<file path="config.mk">
export PLATFORM = sky130hd
export DESIGN_NAME = pfg_port
export DESIGN_NICKNAME = d
export VERILOG_FILES = /design/src/pfg_pkg.sv /design/src/pfg_pin_mux.sv /design/src/pfg_port.sv
export VERILOG_INCLUDE_DIRS = /design/src
export SDC_FILE = /design/constraint.sdc
export NUM_CORES = 1
export LEC_CHECK = 0
export ABC_CLOCK_PERIOD_IN_PS = 2100
export BUFFER_PORTS_ARGS = -buffer_cell sky130_fd_sc_hd__buf_4
export CORE_AREA = 2 2 76 78
export DETAILED_ROUTE_END_ITERATION = 8
export DIE_AREA = 0 0 78 80
export PLACE_DENSITY = 0.8
export SKIP_CTS_REPAIR_TIMING = 1
export SYNTH_ARGS = -nofsm -noshare
export SYNTH_HDL_FRONTEND = slang
export SYNTH_SLANG_ARGS = --single-unit
export TNS_END_PERCENT = 30
</file>
<file path="constraint.sdc">
create_clock -name clk_i -period 2.1 [get_ports clk_i]
set_clock_uncertainty 0.05 [all_clocks]
set_input_delay 0.42 -clock clk_i [delete_from_list [all_inputs] [get_ports clk_i]]
set_output_delay 0.42 -clock clk_i [all_outputs]
set_load 0.1 [all_outputs]
</file>
<file path="src/pfg_regs.svh">
// register offsets, field positions, reset values of the port f block
`ifndef PFG_REGS_SVH
`define PFG_REGS_SVH

// register byte offsets on the wishbone bus
`define PFG_OFS_DIR      5'h00
`define PFG_OFS_LATCH    5'h04
`define PFG_OFS_PINS     5'h08
`define PFG_OFS_CTRL     5'h0C
`define PFG_OFS_STATUS   5'h10

// control register field positions
`define PFG_CTRL_BUS16   0
`define PFG_CTRL_WAITEN  1
`define PFG_CTRL_BUS_RELEASE_ENABLE    2
`define PFG_CTRL_TRGLO   3
`define PFG_CTRL_TRGHI   4
`define PFG_CTRL_W       5

// status register field positions
`define PFG_STAT_EXP     0
`define PFG_STAT_MODE    1

// reset values
`define PFG_DIR_RST_EXP  8'h80
`define PFG_DIR_RST_SC   8'h00
`define PFG_LATCH_RST    8'h00
`define PFG_CTRL_RST     5'h00

// operating mode code of single-chip operation
`define PFG_MODE_SC      3'h7

// inactive level of the active-low bus inputs
`define PFG_IN_IDLE      1'b1

`endif

</file>
<file path="src/pfg_pkg.sv">
// types shared by the port f block
package pfg_pkg;

  // function that a pin takes on
  typedef enum logic [2:0] {
    PFG_FN_IN  = 3'h0,
    PFG_FN_OUT = 3'h1,
    PFG_FN_CLK = 3'h3,
    PFG_FN_BUS = 3'h2,
    PFG_FN_BIN = 3'h6
  } pfg_func_e;

  // all state of the top module
  typedef struct packed {
    logic [7:0] dir;
    logic [7:0] latch;
    logic [4:0] ctrl;
    logic [2:0] mode;
    logic       expanded;
    logic       ack;
    logic [7:0] dat;
    logic [7:0] pin_out;
    logic [7:0] pin_oe;
    logic       wait_in;
    logic       bus_request_in_in;
    logic       trig_in;
    logic       ext_interrupt_two_in;
    logic       ext_interrupt_three_in;
  } pfg_state_s;

endpackage

</file>
<file path="src/pfg_pin_mux.sv">
// per-pin function decode of the port f pins
`timescale 1ns/100ps
module pfg_pin_mux
  import pfg_pkg::*;
(
  // configuration
  input  wire logic [7:0] dir_i,
  input  wire logic       expanded_i,
  input  wire logic       bus16_i,
  input  wire logic       wait_pin_enable_i,
  input  wire logic       bus_release_enable_i,
  // decoded functions
  output pfg_func_e       func_o [8]
);

  // plain port pin chosen by its direction bit
  function automatic pfg_func_e port_fn(input logic d);
    port_fn = d ? PFG_FN_OUT : PFG_FN_IN;
  endfunction

  // function of each pin from mode, bus settings and direction
  always_comb begin
    for (int i = 0; i < 8; i++) begin
      func_o[i] = port_fn(dir_i[i]);
    end
    func_o[7] = dir_i[7] ? PFG_FN_CLK : PFG_FN_IN;
    if (expanded_i) begin
      func_o[6] = PFG_FN_BUS;
      func_o[5] = PFG_FN_BUS;
      func_o[4] = PFG_FN_BUS;
      if (bus16_i) begin
        func_o[3] = PFG_FN_BUS;
      end
      if (wait_pin_enable_i) begin
        func_o[2] = PFG_FN_BIN;
      end
      if (bus_release_enable_i) begin
        func_o[1] = PFG_FN_BUS;
        func_o[0] = PFG_FN_BIN;
      end
    end
  end

endmodule // pfg_pin_mux

</file>
<file path="src/pfg_port.sv">
// port f: eight shared pins with direction, latch and readback
`include "pfg_regs.svh"
`timescale 1ns/100ps
module pfg_port
  import pfg_pkg::*;
(
  // clock and reset
  input  wire logic        clk_i,
  input  wire logic        rst_i,
  // operating mode strap
  input  wire logic [2:0]  mode_i,
  // wishbone slave
  input  wire logic        cyc_i,
  input  wire logic        stb_i,
  input  wire logic        we_i,
  input  wire logic [4:0]  adr_i,
  input  wire logic [3:0]  sel_i,
  input  wire logic [31:0] dat_i,
  output logic      [31:0] dat_o,
  output logic             ack_o,
  // signals from clock and bus controller
  input  wire logic        sysclk_i,
  input  wire logic        address_strobe_out_i,
  input  wire logic        read_strobe_i,
  input  wire logic        high_byte_write_strobe_i,
  input  wire logic        low_byte_write_strobe_i,
  input  wire logic        bus_ack_i,
  // pin inputs handed to other blocks
  output logic             wait_in_o,
  output logic             bus_request_in_o,
  output logic             conversion_trigger_in_o,
  output logic             ext_interrupt_two_o,
  output logic             ext_interrupt_three_o,
  // pins
  input  wire logic [7:0]  pin_i,
  output logic      [7:0]  pin_o,
  output logic      [7:0]  pin_oe_o
);

  // registered state and its next value
  pfg_state_s st;
  pfg_state_s next_st;

  // decoded pin functions
  pfg_func_e  func [8];

  // bus request decode
  logic       req;
  logic       wr;
  logic       rd;
  logic       lane0;

  // control fields
  logic       bus16;
  logic       wait_pin_enable;
  logic       bus_release_enable;
  logic       trigger_select_low;
  logic       trigger_select_high;

  // per-pin drive terms
  logic [7:0] bus_drive;
  logic [7:0] fn_oe;
  logic [7:0] fn_out;
  logic [7:0] readback;

  // one cycle answer to every access
  assign req   = cyc_i & stb_i & ~st.ack;
  assign wr    = req & we_i;
  assign rd    = req & ~we_i;
  assign lane0 = sel_i[0];

  // control register fields
  assign bus16               = st.ctrl[`PFG_CTRL_BUS16];
  assign wait_pin_enable     = st.ctrl[`PFG_CTRL_WAITEN];
  assign bus_release_enable  = st.ctrl[`PFG_CTRL_BUS_RELEASE_ENABLE];
  assign trigger_select_low  = st.ctrl[`PFG_CTRL_TRGLO];
  assign trigger_select_high = st.ctrl[`PFG_CTRL_TRGHI];

  // pin function decode
  pfg_pin_mux u_mux (
    .dir_i                (st.dir),
    .expanded_i           (st.expanded),
    .bus16_i              (bus16),
    .wait_pin_enable_i    (wait_pin_enable),
    .bus_release_enable_i (bus_release_enable),
    .func_o               (func)
  );

  // bus controller strobes per pin position
  assign bus_drive = {1'b0,
                      address_strobe_out_i,
                      read_strobe_i,
                      high_byte_write_strobe_i,
                      low_byte_write_strobe_i,
                      1'b0,
                      bus_ack_i,
                      1'b0};

  // drive enable and level of each pin
  always_comb begin
    for (int i = 0; i < 8; i++) begin
      case (func[i])
        PFG_FN_OUT: begin
          fn_oe[i]  = 1'b1;
          fn_out[i] = st.latch[i];
        end
        PFG_FN_CLK: begin
          fn_oe[i]  = 1'b1;
          fn_out[i] = sysclk_i;
        end
        PFG_FN_BUS: begin
          fn_oe[i]  = 1'b1;
          fn_out[i] = bus_drive[i];
        end
        PFG_FN_BIN: begin
          fn_oe[i]  = 1'b0;
          fn_out[i] = 1'b0;
        end
        default: begin
          fn_oe[i]  = 1'b0;
          fn_out[i] = 1'b0;
        end
      endcase
    end
  end

  // readback: latch for output bits, live pin for inputs
  always_comb begin
    for (int i = 0; i < 8; i++) begin
      readback[i] = st.dir[i] ? st.latch[i] : pin_i[i];
    end
  end

  // read data for a given offset
  function automatic logic [7:0] read_mux(input logic [4:0] a);
    case (a)
      `PFG_OFS_DIR:    read_mux = 8'h00;
      `PFG_OFS_LATCH:  read_mux = st.latch;
      `PFG_OFS_PINS:   read_mux = readback;
      `PFG_OFS_CTRL:   read_mux = {3'h0, st.ctrl};
      `PFG_OFS_STATUS: read_mux = {4'h0, st.mode, st.expanded};
      default:         read_mux = 8'h00;
    endcase
  endfunction

  // next state
  always_comb begin
    next_st = st;
    next_st.ack = req;
    next_st.dat = 8'h00;
    if (rd) begin
      next_st.dat = read_mux(adr_i);
    end
    if (wr && lane0) begin
      case (adr_i)
        `PFG_OFS_DIR: begin
          next_st.dir = dat_i[7:0];
        end
        `PFG_OFS_LATCH: begin
          next_st.latch = dat_i[7:0];
        end
        `PFG_OFS_CTRL: begin
          next_st.ctrl = dat_i[`PFG_CTRL_W-1:0];
        end
        default: begin
          next_st.dir = st.dir;
        end
      endcase
    end
    next_st.pin_oe  = fn_oe;
    next_st.pin_out = fn_out;
    // wait and request only pass while the pin is claimed, the trigger while both selects are set on an 8-bit bus
    next_st.wait_in = (func[2] == PFG_FN_BIN) ?
                      pin_i[2] : `PFG_IN_IDLE;
    next_st.bus_request_in_in = (func[0] == PFG_FN_BIN) ?
                      pin_i[0] : `PFG_IN_IDLE;
    next_st.trig_in = (st.expanded && !bus16 &&
                       trigger_select_low &&
                       trigger_select_high) ?
                      pin_i[3] : `PFG_IN_IDLE;
    // interrupt inputs always see the pin level
    next_st.ext_interrupt_two_in = pin_i[0];
    next_st.ext_interrupt_three_in = pin_i[3];
    if (rst_i) begin
      next_st.mode     = mode_i;
      next_st.expanded = (mode_i != `PFG_MODE_SC);
      next_st.dir      = (mode_i != `PFG_MODE_SC) ?
                         `PFG_DIR_RST_EXP :
                         `PFG_DIR_RST_SC;
      next_st.latch    = `PFG_LATCH_RST;
      next_st.ctrl     = `PFG_CTRL_RST;
      next_st.ack      = 1'b0;
      next_st.dat      = 8'h00;
      next_st.pin_oe   = 8'h00;
      next_st.pin_out  = 8'h00;
      next_st.wait_in  = `PFG_IN_IDLE;
      next_st.bus_request_in_in  = `PFG_IN_IDLE;
      next_st.trig_in  = `PFG_IN_IDLE;
      next_st.ext_interrupt_two_in  = pin_i[0];
      next_st.ext_interrupt_three_in  = pin_i[3];
    end
  end

  // state register
  always_ff @(posedge clk_i) begin
    st <= next_st;
  end

  // outputs straight from the state register
  assign dat_o                   = {24'h000000, st.dat};
  assign ack_o                   = st.ack;
  assign pin_o                   = st.pin_out;
  assign pin_oe_o                = st.pin_oe;
  assign wait_in_o               = st.wait_in;
  assign bus_request_in_o        = st.bus_request_in_in;
  assign conversion_trigger_in_o = st.trig_in;
  assign ext_interrupt_two_o     = st.ext_interrupt_two_in;
  assign ext_interrupt_three_o   = st.ext_interrupt_three_in;

endmodule // pfg_port

</file>
==> impl_metrics.json <==
{
  "hp-start": "pin_i[0]",
  "grt_first_pass_wirelength_um": 7730,
  "most-common-layout-cells": "buf_4 (72), dfxtp_1 (43), nor2_1 (32)",
  "min_path_cells": 1,
  "final_cell_area_mm2": 0.00286,
  "cts.sinks": 55,
  "clk_latency_ns": 0.31,
  "routed_wl_um": 5240,
  "syn_area_mm2": 0.00245,
  "die_height_um": 80,
  "syn_avg_cell_area_um2": 9.76,
  "cts.htree.levels": 2,
  "tns_ns": 0,
  "grt_usage_pct": 16.7,
  "final_hold_viol_count": 0,
  "hpwl_um": 3750,
  "relSlewSlack_pct": 33.2,
  "synth_top_area_cell": "dfxtp_1",
  "diodes": 0,
  "io_buffers": 65,
  "drtAntennaViolNets": 0,
  "nets": 359,
  "reg2reg_slack_ns": 0.24,
  "wl_met3_um": 347,
  "hold_end": "ext_interrupt_two_o$_DFF_P_",
  "worst_pin_slew_ns": 0.995,
  "total_power_mw": 2.15,
  "slew_viol_final": 0,
  "postSynthCellCount": 251,
  "ys_warn_count": 0,
  "fp.dieArea_mm2": 0.00624,
  "viasPerCell": 4.85,
  "rsz0062_at_grt": "false",
  "timing.rr.end": "st[50]$_SDFFCE_PP0P_",
  "yosysSeqAreaShare_pct": 49.9,
  "fin_crit_ns": 1.86,
  "cellPowerDensity_mw_per_mm2": 752,
  "final_common_cell": "buf_4",
  "initial_core_util_pct": 45.3,
  "crit_arrival_ns": 1.99,
  "synthTopCellsByArea": "dfxtp_1 (35%), buf_4 (15%), edfxtp_1 (15%)",
  "ir_drop_mv": 0.316,
  "r2r_start": "ack_o$_SDFF_PP0_",
  "post_synth_num_cell_types": 38,
  "place_inst": 361,
  "required_ns": 2.23,
  "max_freq_mhz": 537,
  "status": "finished, final reports clean",
  "cts_tree": "yes",
  "clock_path_buffers": 2,
  "routedWlPerCell_um": 14.2,
  "antenna_found_initial": 0,
  "place_area_mm2": 0.00277,
  "dr.pass1.iters": 4,
  "finalCritPeriodShare_pct": 88.7,
  "grt_pass1_vias": 1653,
  "finalSetupViolCount": 0,
  "met1_length_um": 2020,
  "gp_congestion": 0.813,
  "wl_met2_um": 2730,
  "clk_pin_slew_ns": 0.09,
  "hold_class": "in2reg",
  "ios": 117,
  "startpoint_type": "register",
  "grt_max_degree": 25,
  "drc": 0,
  "cts_root_buf": "clkbuf_8",
  "yosys.area.top_type_share_pct": 35.2,
  "cap_violations": 0,
  "drt_iter0_drc": 89,
  "critPathMaxFanout": 8,
  "post-route-util_pct": 52.8,
  "worstSetupEndpointType": "register",
  "core-area_mm2": 0.00541,
  "worst-setup-path-type": "reg2reg",
  "drive_gt1_share_pct": 27.9,
  "yosys_register_bits": 55,
  "grt.overflow.total": 0,
  "reg2reg_depth": 3,
  "final-instance-count-excl-fill": 369,
  "area_delta_synth_final_pct": 16.6,
  "num_rows": 27,
  "die_w_um": 78,
  "p_leak_nw": 1.19,
  "numCtsBuffers": 5,
  "vias": 1791,
  "highest-signal-layer": "met4"
}
==> state kept, by name, summed over array words and instances (netlist names) <==
name	flops
bus_request_in_o	1
dat_o	8
pin_o	8
conversion_trigger_in_o	1
ext_interrupt_two_o	1
wait_in_o	1
bus_release_enable	1
ack_o	1
bus16	1
st	23
ext_interrupt_three_o	1
pin_oe_o	8
==> metal layers <==
| layer | global-route usage [%] | up-vias |
|---|---|---|
| li1 | - | 868 |
| met1 | 17.6 | 835 |
| met2 | 29.3 | 71 |
| met3 | 4.41 | 17 |
| met4 | 11.1 | 0 |
| met5 | 0 | - |
==> worst max-delay path: stages (launching register included) <==
cell	delay [ns]
dfxtp_1	0.33
nand3b_1	0.29
nor3_1	0.82
and2_1	0.24
==> through the flow <==
step	hold WS (ns)	setup WS [ns]
final	0.174	0.238
after global routing	0.160	0.158
after CTS	0.167	0.286
after detailed placement	0.354	0.0549
after global placement	0.353	0.0859
after floorplan	0.333	0.0257
==> cell usage after synthesis (all sizes together) <==
| library cell | n |
|---|---|
| a211oi | 1 |
| a21oi | 16 |
| a22o | 1 |
| a2bb2oi | 4 |
| a31oi | 4 |
| and2 | 10 |
| and3 | 1 |
| and3b | 1 |
| buf | 50 |
| clkbuf | 7 |
| conb | 1 |
| dfxtp | 43 |
| edfxtp | 12 |
| inv | 2 |
| mux2i | 13 |
| nand2 | 10 |
| nand2b | 1 |
| nand3 | 9 |
| nand3b | 5 |
| nand4 | 1 |
| nand4b | 1 |
| nor2 | 33 |
| nor2b | 2 |
| nor3 | 2 |
| nor3b | 8 |
| nor4 | 1 |
| nor4b | 1 |
| o21ai | 4 |
| or2 | 2 |
| or3 | 2 |
| or4 | 1 |
| or4b | 1 |
| xnor2 | 1 |
==> area by class of cell <==
type / instances / area, um2
clock buffers: 6 / 72.6
clock inverters: 2 / 12.5
fillers: 510 / 2550
inverters: 2 / 7.51
multi-input cells: 160 / 911
flip-flops and latches: 55 / 1220
well taps: 72 / 90.1
repair buffers: 72 / 541
==> cell families after synthesis <==
group,Yosys count,share of synthesized area [%]
buf+inv,59,16.5
mux,13,5.31
other cells,1,0.153
flops,55,49.9
compound gates,30,7.20
simple gates,92,20.6
xor+xnor,1,0.358
==> worst max-delay path by stage <==
stage	start	to	slack (ns)	cells after the start
2_1_floorplan	ack_o$_SDFF_PP0_	st[39]$_SDFFE_PP0P_	0.03	4
3_3_place_gp	adr_i[4]	st[35]$_SDFFE_PP0P_	0.09	6
3_5_place_dp	adr_i[4]	bus16$_SDFFE_PP0P_	0.05	6
4_1_cts	ack_o$_SDFF_PP0_	st[50]$_SDFFCE_PP0P_	0.29	3
5_1_grt	ack_o$_SDFF_PP0_	st[54]$_DFFE_PP_	0.16	3
6_report	ack_o$_SDFF_PP0_	st[50]$_SDFFCE_PP0P_	0.24	3
==> power breakdown <==
group          leakage (nW)  switching, mW  internal, mW
Sequential            0.470         0.0195          1.11
Combinational         0.682          0.364        0.0886
Clock                0.0412          0.332         0.234
Power figures use the tool's default switching activity.
